## config.mk

```make
export PLATFORM = sky130hd
export DESIGN_NAME = smr_ring
export DESIGN_NICKNAME = d
export VERILOG_FILES = /design/src/pkg/smr_pkg.sv /design/src/design/smr_sync2.sv /design/src/design/smr_mem_acc.sv /design/src/design/smr_ring.sv
export SDC_FILE = /design/constraint.sdc
export NUM_CORES = 2
export LEC_CHECK = 0
export CAP_MARGIN = 20
export CORE_MARGIN = 5
export CORE_UTILIZATION = 50
export CTS_CLUSTER_DIAMETER = 30
export CTS_CLUSTER_SIZE = 20
export DETAILED_ROUTE_END_ITERATION = 12
export DONT_BUFFER_PORTS = 1
export HOLD_SLACK_MARGIN = 0.08
export PLACE_DENSITY = 0.68
export SLEW_MARGIN = 20
export SYNTH_ARGS = -nofsm -noshare
export SYNTH_HDL_FRONTEND = slang
export SYNTH_SLANG_ARGS = --single-unit
```

## constraint.sdc

```tcl
create_clock -name clock -period 6.1 [get_ports clock]
set_input_delay 0.915 -clock clock [delete_from_list [all_inputs] [get_ports clock]]
set_output_delay 0.915 -clock clock [all_outputs]
set_load 0.005 [all_outputs]
```

## src/pkg/smr_pkg.sv

```systemverilog
// Constants and carrier types shared by the message ring engine.
package smr_pkg;

   // Register byte offsets on the APB side.
   localparam logic [7:0]  SMR_CTRL_OFS   = 8'h00;
   localparam logic [7:0]  SMR_SEGB_OFS   = 8'h04;
   localparam logic [7:0]  SMR_INHD_OFS   = 8'h08;
   localparam logic [7:0]  SMR_OUTHD_OFS  = 8'h0c;
   localparam logic [7:0]  SMR_RSVLO_OFS  = 8'h10;
   localparam logic [7:0]  SMR_RSVHI_OFS  = 8'h14;
   localparam logic [7:0]  SMR_PTRS_OFS   = 8'h18;
   localparam logic [7:0]  SMR_STAT_OFS   = 8'h1c;

   // Control register fields and reset values.
   localparam int          SMR_CTRL_EN_BIT = 0;
   localparam int          SMR_CTRL_FE_BIT = 1;
   localparam logic [1:0]  SMR_CTRL_RST    = 2'h0;
   localparam logic [31:0] SMR_WORD_RST    = 32'h0000_0000;
   localparam logic [15:0] SMR_HALF_RST    = 16'h0000;

   // Buffer status byte fields.
   localparam int          SMR_OWN_BIT  = 0;
   localparam int          SMR_DONE_BIT = 1;
   localparam int          SMR_OVF_BIT  = 2;
   localparam logic [7:0]  SMR_ST_HAND  = 8'hf8;

   // Byte offsets of the buffer fields within a ring buffer.
   localparam logic [15:0] SMR_F_LINK   = 16'h0000;
   localparam logic [15:0] SMR_F_STATUS = 16'h0003;
   localparam logic [15:0] SMR_F_LEN    = 16'h0004;
   localparam logic [15:0] SMR_F_DATA   = 16'h0006;

   // Download request layout inside the data field.
   localparam logic [15:0] SMR_REQ_LEN  = 16'h0012;
   localparam int          SMR_M_CODE   = 6;
   localparam int          SMR_M_RC     = 7;
   localparam int          SMR_M_DLEN   = 8;
   localparam int          SMR_M_SRC    = 10;
   localparam int          SMR_M_DST    = 14;
   localparam int          SMR_HDR_N    = 18;
   localparam logic [7:0]  SMR_CODE_DL  = 8'h00;
   localparam logic [7:0]  SMR_RC_OK    = 8'h00;
   localparam logic [7:0]  SMR_RC_OVL   = 8'ha3;
   localparam logic [7:0]  SMR_RC_NOFE  = 8'ha1;

   // One byte access to shared memory.
   typedef struct packed {
      logic        we;
      logic [31:0] addr;
      logic [7:0]  wdata;
   } smr_mreq_s;

endpackage

```

## src/design/smr_sync2.sv

```systemverilog
// Two-flop synchroniser for a level arriving from a host pin.
`timescale 1ns/10ps
module smr_sync2 (
   input  wire logic clock,
   input  wire logic resetn,
   input  wire logic d,
   output logic      q
);
   logic meta_r;

   always_ff @(posedge clock or negedge resetn) begin
      if (!resetn) begin
         meta_r <= 1'b0;
         q      <= 1'b0;
      end else begin
         meta_r <= d;
         q      <= meta_r;
      end
   end
endmodule

```

## src/design/smr_mem_acc.sv

```systemverilog
// Single byte access master towards shared memory.
`timescale 1ns/10ps
module smr_mem_acc (
   input  wire logic              clock,
   input  wire logic              resetn,
   input  wire logic              start,
   input  wire smr_pkg::smr_mreq_s req,
   output logic                   done,
   output logic [7:0]             rdata,
   output logic                   mem_req,
   output logic                   mem_we,
   output logic [31:0]            mem_addr,
   output logic [7:0]             mem_wdata,
   input  wire logic [7:0]        mem_rdata,
   input  wire logic              mem_ack
);
   import smr_pkg::*;

   // The request is held until the memory acknowledges it.
   always_ff @(posedge clock or negedge resetn) begin
      if (!resetn) begin
         mem_req   <= 1'b0;
         mem_we    <= 1'b0;
         mem_addr  <= SMR_WORD_RST;
         mem_wdata <= 8'h00;
         done      <= 1'b0;
         rdata     <= 8'h00;
      end else begin
         done <= 1'b0;
         if (mem_req && mem_ack) begin
            mem_req <= 1'b0;
            done    <= 1'b1;
            rdata   <= mem_rdata;
         end else if (start && !mem_req) begin
            mem_req   <= 1'b1;
            mem_we    <= req.we;
            mem_addr  <= req.addr;
            mem_wdata <= req.wdata;
         end
      end
   end
endmodule

```

## src/design/smr_ring.sv

```systemverilog
// Message ring engine: two shared-memory rings, doorbell and host interrupt.
//
// Register access over APB and the address map were decided locally.
`timescale 1ns/10ps
module smr_ring (
   input  wire logic        clock,
   input  wire logic        resetn,
   input  wire logic [7:0]  paddr,
   input  wire logic        psel,
   input  wire logic        penable,
   input  wire logic        pwrite,
   input  wire logic [31:0] pwdata,
   output logic [31:0]      prdata,
   output logic             pready,
   output logic             pslverr,
   input  wire logic        doorbell_pin,
   input  wire logic        irq_ack_pin,
   output logic             host_irq,
   output logic             mem_req,
   output logic             mem_we,
   output logic [31:0]      mem_addr,
   output logic [7:0]       mem_wdata,
   input  wire logic [7:0]  mem_rdata,
   input  wire logic        mem_ack,
   output logic             um_we,
   output logic [31:0]      um_addr,
   output logic [7:0]       um_wdata,
   input  wire logic        rx_req,
   output logic             usr_valid,
   output logic [7:0]       usr_data,
   output logic             usr_last,
   input  wire logic        usr_ready
);
   import smr_pkg::*;

   typedef enum logic [4:0] {
      S_IDLE, S_CHK, S_LNK0, S_LNK1, S_LEN0, S_LEN1, S_IN_HDR, S_DISP,
      S_USR_WAIT, S_USR_RD, S_USR_SEND, S_CP_RD, S_CP_WR, S_RET,
      S_OUT_DAT, S_OUT_NW0, S_OUT_NW1, S_OUT_STW
   } smr_state_e;

   // Shared memory address of a buffer field; the offset wraps in the segment.
   function automatic logic [31:0] sh_addr(input logic [31:0] base,
                                           input logic [15:0] ofs,
                                           input logic [15:0] k);
      return base + {16'h0000, ofs + k};
   endfunction

   function automatic logic [15:0] min16(input logic [15:0] a,
                                         input logic [15:0] b);
      return (a < b) ? a : b;
   endfunction

   smr_state_e  state_r;
   logic [1:0]  ctrl_r;
   logic [31:0] segb_r, rsvlo_r, rsvhi_r;
   logic [15:0] inhd_r, outhd_r;
   logic [15:0] in_ptr_r, out_ptr_r, cur_r, idx_r, len_r, lnk_lo_r;
   logic [15:0] cnt_r, nin_r;
   logic [7:0]  st_r, rc_r, byte_r;
   logic [7:0]  hdr_r [0:SMR_HDR_N-1];
   logic        dir_r, is_dl_r, reply_pend_r, out_wait_r, in_more_r;
   logic        db_pend_r, db_q_d_r, ack_q_d_r, acc_wait_r;
   logic        db_q, ack_q, db_rise, ack_rise, db_take, irq_set;
   logic        apb_wr, ptr_load, acc_start, acc_done, mem_state;
   logic [7:0]  acc_rdata;
   smr_mreq_s   acc_req;
   logic [15:0] hn, olen, dlen;
   logic [31:0] src, dst;

   smr_sync2 u_db (.clock(clock), .resetn(resetn), .d(doorbell_pin),
                   .q(db_q));
   smr_sync2 u_ack (.clock(clock), .resetn(resetn), .d(irq_ack_pin),
                    .q(ack_q));

   smr_mem_acc u_acc (
      .clock(clock), .resetn(resetn), .start(acc_start), .req(acc_req),
      .done(acc_done), .rdata(acc_rdata), .mem_req(mem_req),
      .mem_we(mem_we), .mem_addr(mem_addr), .mem_wdata(mem_wdata),
      .mem_rdata(mem_rdata), .mem_ack(mem_ack)
   );

   assign db_rise  = db_q & ~db_q_d_r;
   assign ack_rise = ack_q & ~ack_q_d_r;
   assign apb_wr   = psel & penable & pready & pwrite & ~pslverr;
   assign ptr_load = apb_wr & (paddr == SMR_CTRL_OFS)
                     & pwdata[SMR_CTRL_EN_BIT] & ~ctrl_r[SMR_CTRL_EN_BIT];
   assign hn       = min16(len_r, SMR_REQ_LEN);
   assign olen     = min16(len_r, SMR_REQ_LEN);
   assign dlen     = {hdr_r[SMR_M_DLEN+1], hdr_r[SMR_M_DLEN]};
   assign src      = {hdr_r[SMR_M_SRC+3], hdr_r[SMR_M_SRC+2],
                      hdr_r[SMR_M_SRC+1], hdr_r[SMR_M_SRC]};
   assign dst      = {hdr_r[SMR_M_DST+3], hdr_r[SMR_M_DST+2],
                      hdr_r[SMR_M_DST+1], hdr_r[SMR_M_DST]};
   assign db_take  = (state_r == S_IDLE) && ctrl_r[SMR_CTRL_EN_BIT]
                     && db_pend_r && !(reply_pend_r && !out_wait_r);
   assign irq_set  = acc_done && (state_r == S_RET || state_r == S_OUT_STW);

   // Reply byte: tag and code come back untouched, return code and count replaced.
   function automatic logic [7:0] reply_byte(input logic [15:0] k);
      logic [7:0] b;
      b = hdr_r[k[4:0]];
      if (k == 16'(SMR_M_RC)) b = rc_r;
      if (k == 16'(SMR_M_DLEN)) b = cnt_r[7:0];
      if (k == 16'(SMR_M_DLEN + 1)) b = cnt_r[15:8];
      return b;
   endfunction

   // Shared memory access issued by the current state.
   always_comb begin
      acc_req   = '{we: 1'b0, addr: SMR_WORD_RST, wdata: 8'h00};
      mem_state = 1'b1;
      unique case (state_r)
         S_CHK:      acc_req.addr = sh_addr(segb_r,
                        dir_r ? out_ptr_r : in_ptr_r, SMR_F_STATUS);
         S_LNK0:     acc_req.addr = sh_addr(segb_r, cur_r, SMR_F_LINK);
         S_LNK1:     acc_req.addr = sh_addr(segb_r, cur_r, SMR_F_LINK + 1'b1);
         S_LEN0:     acc_req.addr = sh_addr(segb_r, cur_r, SMR_F_LEN);
         S_LEN1:     acc_req.addr = sh_addr(segb_r, cur_r, SMR_F_LEN + 1'b1);
         S_IN_HDR,
         S_USR_RD:   acc_req.addr = sh_addr(segb_r, cur_r, SMR_F_DATA + idx_r);
         S_CP_RD:    acc_req.addr = src + {16'h0000, idx_r};
         S_RET: begin
            acc_req.we    = 1'b1;
            acc_req.addr  = sh_addr(segb_r, cur_r, SMR_F_STATUS);
            acc_req.wdata = st_r & SMR_ST_HAND;
         end
         S_OUT_DAT: begin
            acc_req.we    = 1'b1;
            acc_req.addr  = sh_addr(segb_r, cur_r, SMR_F_DATA + idx_r);
            acc_req.wdata = reply_byte(idx_r);
         end
         S_OUT_NW0: begin
            acc_req.we    = 1'b1;
            acc_req.addr  = sh_addr(segb_r, cur_r, SMR_F_LEN);
            acc_req.wdata = olen[7:0];
         end
         S_OUT_NW1: begin
            acc_req.we    = 1'b1;
            acc_req.addr  = sh_addr(segb_r, cur_r, SMR_F_LEN + 1'b1);
            acc_req.wdata = olen[15:8];
         end
         S_OUT_STW: begin
            acc_req.we    = 1'b1;
            acc_req.addr  = sh_addr(segb_r, cur_r, SMR_F_STATUS);
            acc_req.wdata = (st_r & SMR_ST_HAND)
                            | {5'h00, len_r < SMR_REQ_LEN, 2'b00};
         end
         default:    mem_state = 1'b0;
      endcase
      // An empty field moves nothing; a stray read would complete a later step.
      if ((state_r == S_IN_HDR && hn == SMR_HALF_RST)
          || (state_r == S_OUT_DAT && olen == SMR_HALF_RST))
         mem_state = 1'b0;
   end

   assign acc_start = mem_state & ~acc_wait_r;

   always_ff @(posedge clock or negedge resetn) begin
      if (!resetn) acc_wait_r <= 1'b0;
      else if (acc_done) acc_wait_r <= 1'b0;
      else if (acc_start) acc_wait_r <= 1'b1;
   end

   // Pin edges; a doorbell arriving while one is consumed is kept.
   always_ff @(posedge clock or negedge resetn) begin
      if (!resetn) begin
         db_q_d_r  <= 1'b0;
         ack_q_d_r <= 1'b0;
         db_pend_r <= 1'b0;
      end else begin
         db_q_d_r  <= db_q;
         ack_q_d_r <= ack_q;
         db_pend_r <= db_rise | (db_pend_r & ~db_take);
      end
   end

   // Host interrupt: raised on every hand-over, dropped by acknowledge.
   always_ff @(posedge clock or negedge resetn) begin
      if (!resetn) host_irq <= 1'b0;
      else host_irq <= irq_set | (host_irq & ~ack_rise);
   end

   // Main ring sequencer.
   always_ff @(posedge clock or negedge resetn) begin
      if (!resetn) begin
         state_r      <= S_IDLE;
         in_ptr_r     <= SMR_HALF_RST;
         out_ptr_r    <= SMR_HALF_RST;
         cur_r        <= SMR_HALF_RST;
         idx_r        <= SMR_HALF_RST;
         len_r        <= SMR_HALF_RST;
         lnk_lo_r     <= SMR_HALF_RST;
         cnt_r        <= SMR_HALF_RST;
         nin_r        <= SMR_HALF_RST;
         st_r         <= 8'h00;
         rc_r         <= 8'h00;
         byte_r       <= 8'h00;
         dir_r        <= 1'b0;
         is_dl_r      <= 1'b0;
         reply_pend_r <= 1'b0;
         out_wait_r   <= 1'b0;
         in_more_r    <= 1'b0;
         usr_valid    <= 1'b0;
         usr_data     <= 8'h00;
         usr_last     <= 1'b0;
         um_we        <= 1'b0;
         um_addr      <= SMR_WORD_RST;
         um_wdata     <= 8'h00;
         for (int i = 0; i < SMR_HDR_N; i++) hdr_r[i] <= 8'h00;
      end else begin
         um_we <= 1'b0;
         if (ptr_load) begin
            in_ptr_r  <= inhd_r;
            out_ptr_r <= outhd_r;
         end
         unique case (state_r)
            S_IDLE: if (ctrl_r[SMR_CTRL_EN_BIT] && !ptr_load) begin
               if (reply_pend_r && !out_wait_r) begin
                  dir_r   <= 1'b1;
                  state_r <= S_CHK;
               end else if (reply_pend_r && db_pend_r) begin
                  out_wait_r <= 1'b0;
                  in_more_r  <= 1'b1;
               end else if (!reply_pend_r && (db_pend_r || in_more_r)) begin
                  dir_r   <= 1'b0;
                  state_r <= S_CHK;
               end
            end
            S_CHK: if (acc_done) begin
               st_r  <= acc_rdata;
               cur_r <= dir_r ? out_ptr_r : in_ptr_r;
               if (!acc_rdata[SMR_OWN_BIT]) begin
                  if (dir_r) out_wait_r <= 1'b1;
                  else in_more_r <= 1'b0;
                  state_r <= S_IDLE;
               end else begin
                  state_r <= S_LNK0;
               end
            end
            S_LNK0: if (acc_done) begin
               lnk_lo_r <= {8'h00, acc_rdata};
               state_r  <= S_LNK1;
            end
            S_LNK1: if (acc_done) begin
               if (dir_r) out_ptr_r <= {acc_rdata, lnk_lo_r[7:0]};
               else in_ptr_r <= {acc_rdata, lnk_lo_r[7:0]};
               state_r <= S_LEN0;
            end
            S_LEN0: if (acc_done) begin
               len_r   <= {8'h00, acc_rdata};
               state_r <= S_LEN1;
            end
            S_LEN1: if (acc_done) begin
               len_r   <= {acc_rdata, len_r[7:0]};
               idx_r   <= SMR_HALF_RST;
               state_r <= dir_r ? S_OUT_DAT : S_IN_HDR;
            end
            S_IN_HDR: if (hn == SMR_HALF_RST) begin
               state_r <= S_DISP;
            end else if (acc_done) begin
               hdr_r[idx_r[4:0]] <= acc_rdata;
               if (idx_r == hn - 1'b1) begin
                  idx_r   <= SMR_HALF_RST;
                  state_r <= S_DISP;
               end else begin
                  idx_r <= idx_r + 1'b1;
               end
            end
            S_DISP: begin
               cnt_r <= SMR_HALF_RST;
               if (len_r >= SMR_REQ_LEN && hdr_r[SMR_M_CODE] == SMR_CODE_DL) begin
                  is_dl_r <= 1'b1;
                  rc_r    <= SMR_RC_OK;
                  if (!ctrl_r[SMR_CTRL_FE_BIT]) begin
                     rc_r    <= SMR_RC_NOFE;
                     state_r <= S_RET;
                  end else if (dlen != SMR_HALF_RST && dst <= rsvhi_r
                     && dst + {16'h0000, dlen} - 32'h0000_0001 >= rsvlo_r) begin
                     rc_r    <= SMR_RC_OVL;
                     state_r <= S_RET;
                  end else begin
                     state_r <= (dlen == SMR_HALF_RST) ? S_RET : S_CP_RD;
                  end
               end else begin
                  is_dl_r <= 1'b0;
                  state_r <= (len_r == SMR_HALF_RST) ? S_RET : S_USR_WAIT;
               end
            end
            S_USR_WAIT: if (rx_req) state_r <= S_USR_RD;
            S_USR_RD: if (acc_done) begin
               usr_data  <= acc_rdata;
               usr_valid <= 1'b1;
               usr_last  <= (idx_r == len_r - 1'b1);
               state_r   <= S_USR_SEND;
            end
            S_USR_SEND: if (usr_ready) begin
               usr_valid <= 1'b0;
               usr_last  <= 1'b0;
               idx_r     <= idx_r + 1'b1;
               state_r   <= usr_last ? S_RET : S_USR_RD;
            end
            S_CP_RD: if (acc_done) begin
               byte_r  <= acc_rdata;
               state_r <= S_CP_WR;
            end
            S_CP_WR: begin
               um_we    <= 1'b1;
               um_addr  <= dst + {16'h0000, idx_r};
               um_wdata <= byte_r;
               cnt_r    <= idx_r + 1'b1;
               idx_r    <= idx_r + 1'b1;
               state_r  <= (idx_r == dlen - 1'b1) ? S_RET : S_CP_RD;
            end
            S_RET: if (acc_done) begin
               nin_r        <= nin_r + 1'b1;
               reply_pend_r <= is_dl_r;
               in_more_r    <= 1'b1;
               state_r      <= S_IDLE;
            end
            S_OUT_DAT: if (olen == SMR_HALF_RST) begin
               state_r <= S_OUT_NW0;
            end else if (acc_done) begin
               idx_r   <= idx_r + 1'b1;
               state_r <= (idx_r == olen - 1'b1) ? S_OUT_NW0 : S_OUT_DAT;
            end
            S_OUT_NW0: if (acc_done) state_r <= S_OUT_NW1;
            S_OUT_NW1: if (acc_done) state_r <= S_OUT_STW;
            S_OUT_STW: if (acc_done) begin
               reply_pend_r <= 1'b0;
               in_more_r    <= 1'b1;
               state_r      <= S_IDLE;
            end
         endcase
      end
   end

   // APB slave: one wait-free access phase, error on unmapped words.
   always_ff @(posedge clock or negedge resetn) begin
      if (!resetn) begin
         pready  <= 1'b0;
         pslverr <= 1'b0;
         prdata  <= SMR_WORD_RST;
      end else begin
         pready  <= psel & ~penable;
         pslverr <= 1'b0;
         prdata  <= SMR_WORD_RST;
         if (psel && !penable) begin
            unique case (paddr)
               SMR_CTRL_OFS:  prdata <= {30'h0, ctrl_r};
               SMR_SEGB_OFS:  prdata <= segb_r;
               SMR_INHD_OFS:  prdata <= {16'h0000, inhd_r};
               SMR_OUTHD_OFS: prdata <= {16'h0000, outhd_r};
               SMR_RSVLO_OFS: prdata <= rsvlo_r;
               SMR_RSVHI_OFS: prdata <= rsvhi_r;
               SMR_PTRS_OFS:  prdata <= {out_ptr_r, in_ptr_r};
               SMR_STAT_OFS:  prdata <= {nin_r, 9'h000, state_r != S_IDLE,
                                         host_irq, reply_pend_r, out_wait_r,
                                         in_more_r, db_pend_r, 1'b0};
               default:       pslverr <= 1'b1;
            endcase
         end
      end
   end

   // Software-written configuration.
   always_ff @(posedge clock or negedge resetn) begin
      if (!resetn) begin
         ctrl_r  <= SMR_CTRL_RST;
         segb_r  <= SMR_WORD_RST;
         inhd_r  <= SMR_HALF_RST;
         outhd_r <= SMR_HALF_RST;
         rsvlo_r <= SMR_WORD_RST;
         rsvhi_r <= SMR_WORD_RST;
      end else if (apb_wr) begin
         unique case (paddr)
            SMR_CTRL_OFS:  ctrl_r  <= pwdata[1:0];
            SMR_SEGB_OFS:  segb_r  <= pwdata;
            SMR_INHD_OFS:  inhd_r  <= pwdata[15:0];
            SMR_OUTHD_OFS: outhd_r <= pwdata[15:0];
            SMR_RSVLO_OFS: rsvlo_r <= pwdata;
            SMR_RSVHI_OFS: rsvhi_r <= pwdata;
            default:       ;
         endcase
      end
   end
endmodule

```

==> flow_summary_export.csv <==
group,metric,value,unit
outcome,status,"complete, but fails checks",
outcome,violations,"hold timing",
placement,port_buffers,0,
critical_path,cp.required,6.68,ns
timing,hold_viol,27,
critical_path,critPathTopFamily,"compound AO/OA/AOI/OAI gates",
placement,gp_congestion,0.9935,
clock_network,clk_pin_slew_worst_paths,0.06,ns
clock_network,ctsHtreeMaxLevel,3,
timing,tns,0,ns
placement,hpwl,84350,µm
critical_path,path_class,"flip-flop to flip-flop",
yosys,yosysUniqueCellTypes,77,
clock_network,cts_tree,"done",
critical_path,cp-end-kind,"flip-flop",
yosys,synth_nets,3864,
grt,grt_antenna_before_repair,7,
yosys,ys_seq_area_share,40.50,%
timing,min_period_over_period,95.32,%
route,dr.max_layer_used,"met4",
route,wl_met2,52110,µm
grt,grt_first_pass_wirelength,180000,µm
power,power.density,417.1,nW/µm²
timing,maxSlewHeadroom,24.99,%
timing,drv_slew,0,
critical_path,arrival,6.39,ns
yosys,ys_ff_latch,564,
critical_path,crit_buf_inv,2,
die,fp.dieArea,75080,µm²
yosys,synth_cells,3585,
yosys,syn-cell-area,34850,µm²
power,p_leak,19.14,nW
timing,period_needed,5.815,ns
cells_and_area,fillCellCount,5785,
route,via_per_inst,6.285,
critical_path,slowest_stage,"a2111oi_0",
yosys,yosysWarnings,0,
power,ir_worst_vdd,0.6695,mV
route,wl_per_cell,25.66,µm
critical_path,max_stage_delay,0.54,ns
critical_path,cpMostUsedCell,"ha_1",
yosys,netlist_top_cells_area,"dfrtp_1, mux2_2, ha_1",
timing,setup-violations-final,0,
placement,dpl_worst_slack,-0.1185,ns
cells_and_area,antenna_cells,0,
timing,worst_pin_slew,1.125,ns
die,die_x,274.0,µm
clock_network,cts_inserted_buffers,121,
clock_network,clockBufferDepth,3,
route,wl_met3,12160,µm
grt,grt-ovfl-total,0,
cells_and_area,area_growth,15.99,%
cells_and_area,finalNetCount,3873,
clock_network,cts_sinks,564,
clock_network,clkLatencyLatePin,0.70,ns
critical_path,path_cells,"inv_1 -> ha_1 -> inv_1 -> ha_1 -> a211o_1 -> a2111oi_0 -> a21oi_2 -> a21oi_1 -> o21ai_1 -> o41a_1 -> a41oi_2 -> a21oi_1 -> xor2_1 -> ha_1 -> a21o_1 -> a21o_1 -> a2111oi_1 -> a22o_2 -> a31oi_1 -> or3_1 -> mux2_2",
yosys,yosysTopAreaCell,"dfrtp_1",
timing,fmaxAchievable,172.0,MHz
die,rows,96,
yosys,synthFlopType,"dfrtp_1",
yosys,synth_top_area_share,40.50,%
grt,grt_max_degree,565,
die,fp.dieH,274.0,µm
timing,finClkSkew,0.06222,ns
clock_network,cts-root-buf,"clkbuf_16",
route,drt_first_pass_iters,6,
route,drc,0,
critical_path,crit_path_max_fanout,5,
clock_network,cts_setup_buffers,0,
timing,holdWs,-0.03572,ns
die,pin_count,186,
route,vias,29100,
cells_and_area,drive_above_1_share,18.55,%
yosys,async_reset_ff_share,100.0,%
die,start_util,50.63,%
route,drtIter0Drc,3603,
grt,track_usage,31.26,%
yosys,synth.avg_cell_area,9.721,µm²
run,maxCapViolCount,0,
die,core_region_area,68830,µm²
route,ant_nets,0,
critical_path,cp-start-kind,"flip-flop",
timing,worst_slack,0.2855,ns
route,routed_wl,118800,µm
min_path,hp-class,"input port to asynchronous set/reset pin",
yosys,synth-edff-count,0,
route,route.layer.met1.wl,49270,µm
grt,grt_pass1_vias,28210,
metrics by stage:
step / instance area (µm²) / total power, mW / hold WS [ns] / util, % / instances
after floorplan: 34850 / 8.033 / 0.3312 / - / 3585
after global placement: 35900 / 9.587 / 0.3376 / 52.16 / 4402
after detailed placement: 35900 / 9.653 / 0.3347 / 52.16 / 4402
after CTS: 40380 / 16.80 / -0.07064 / 58.68 / 4630
after global routing: 40420 / 17.61 / -0.06555 / 58.73 / 4630
final: 40420 / 16.86 / -0.03572 / 58.73 / 4630
state kept, by name, indices dropped and copies added, names as in the netlist, 32 cells and up:
name            flops
u_acc.mem_addr     32
um_addr            32
rsvhi_r            32
segb_r             32
rsvlo_r            32
dst                32
prdata             32
hdr_r              96
layout make-up:
| class | instances | area, µm² | area share [%] |
|---|---|---|---|
| repair buffers | 74 | 555.5 | 1.374 |
| clock buffers | 138 | 3192 | 7.896 |
| flip-flops and latches | 564 | 14130 | 34.95 |
| multi-input cells | 2634 | 19340 | 47.86 |
| well taps | 931 | 1165 | 2.882 |
| clock inverters | 90 | 1291 | 3.194 |
| inverters | 199 | 747.0 | 1.848 |
cell usage after synthesis (19+ instances only):
master and instances:
nand2_1 362, mux4_2 37, nor3_1 53, mux2i_1 65, xnor2_1 146, nand4_1 30
nor2b_1 41, a22o_1 26, and3_1 35, a21oi_1 195, and2_1 19, ha_1 216
a31oi_1 41, buf_1 23, nor4_1 23, nor2_1 261, a21o_1 56, dfrtp_1 564
mux2_2 306, a22oi_1 25, o21ai_0 234, o211ai_1 20, xor2_1 68, a222oi_1 21
nand3_1 76, inv_1 196, nand2b_1 28, clkbuf_1 163, a221oi_1 36
where the power goes:
part / switching [mW] / internal, mW / total (mW)
Combinational: 2.98 / 1.84 / 4.82
Sequential: 0.810 / 4.16 / 4.97
Clock: 2.37 / 4.70 / 7.08
Total: 6.16 / 10.7 / 16.9
worst paths after layout:
check | endpoint | cells after the start | start | slack [ns]
min in group clock | u_db.meta_r | 0 | doorbell_pin | 0.25
setup / recovery | state_r[2] | 21 | dlen[12] | 0.29
hold / removal | segb_r[22] | 0 | resetn | -0.04
hold reg to reg | u_db.q | 0 | u_db.meta_r | 0.36
max in group asynchronous | state_r[4] | 0 | resetn | 5.21
setup reg to reg | state_r[2] | 21 | dlen[12] | 0.29
routing by layer:
layer	GRT usage, %	vias to the layer above
met3	8.444	312
li1	-	12870
met1	43.36	14490
met2	46.93	1426
met4	12.12	0
met5	0	-
logic make-up (layout without fill, tap and decap cells):
group	Yosys count	after routing	synth area share, %
XOR/XNOR	214	214	5.378
multiplexers	408	408	14.15
AND/OR/NAND/NOR	991	991	13.08
flip-flops	564	564	40.50
AO/OA/AOI/OAI	800	800	14.65
buffers and inverters	387	501	4.211
adder cells (fa/ha/maj)	221	221	8.042
placed cells by master, fill, tap and decap left out, types with 16 or more instances in the layout:
cell	count
and2_1	19
and3_1	35
or3_1	16
inv_1	196
xor2_1	67
o211ai_1	20
mux2_2	306
a21o_1	56
nor2b_1	41
bufinv_16	21
mux2i_1	65
o21a_1	18
ha_1	216
a222oi_1	21
clkinv_4	19
nor2_1	260
buf_4	74
nand2_1	361
a21oi_1	194
nand3_1	76
nor4_1	21
clkinvlp_4	19
dfrtp_1	554
nand4_1	30
o21ai_0	231
nor3_1	51
a22oi_1	25
nand2b_1	28
a22o_1	25
a31oi_1	41
mux4_2	37
a221oi_1	34
o21ai_1	16
xnor2_1	146
clkbuf_16	121
what timing repair did:
item	CTS	global route
endpoints found under the setup margin	1	10
gates resized for setup	1	10
pin swaps	0	1
endpoints found under the hold margin	564	518
Note: power is estimated with default switching activity, not from simulation.
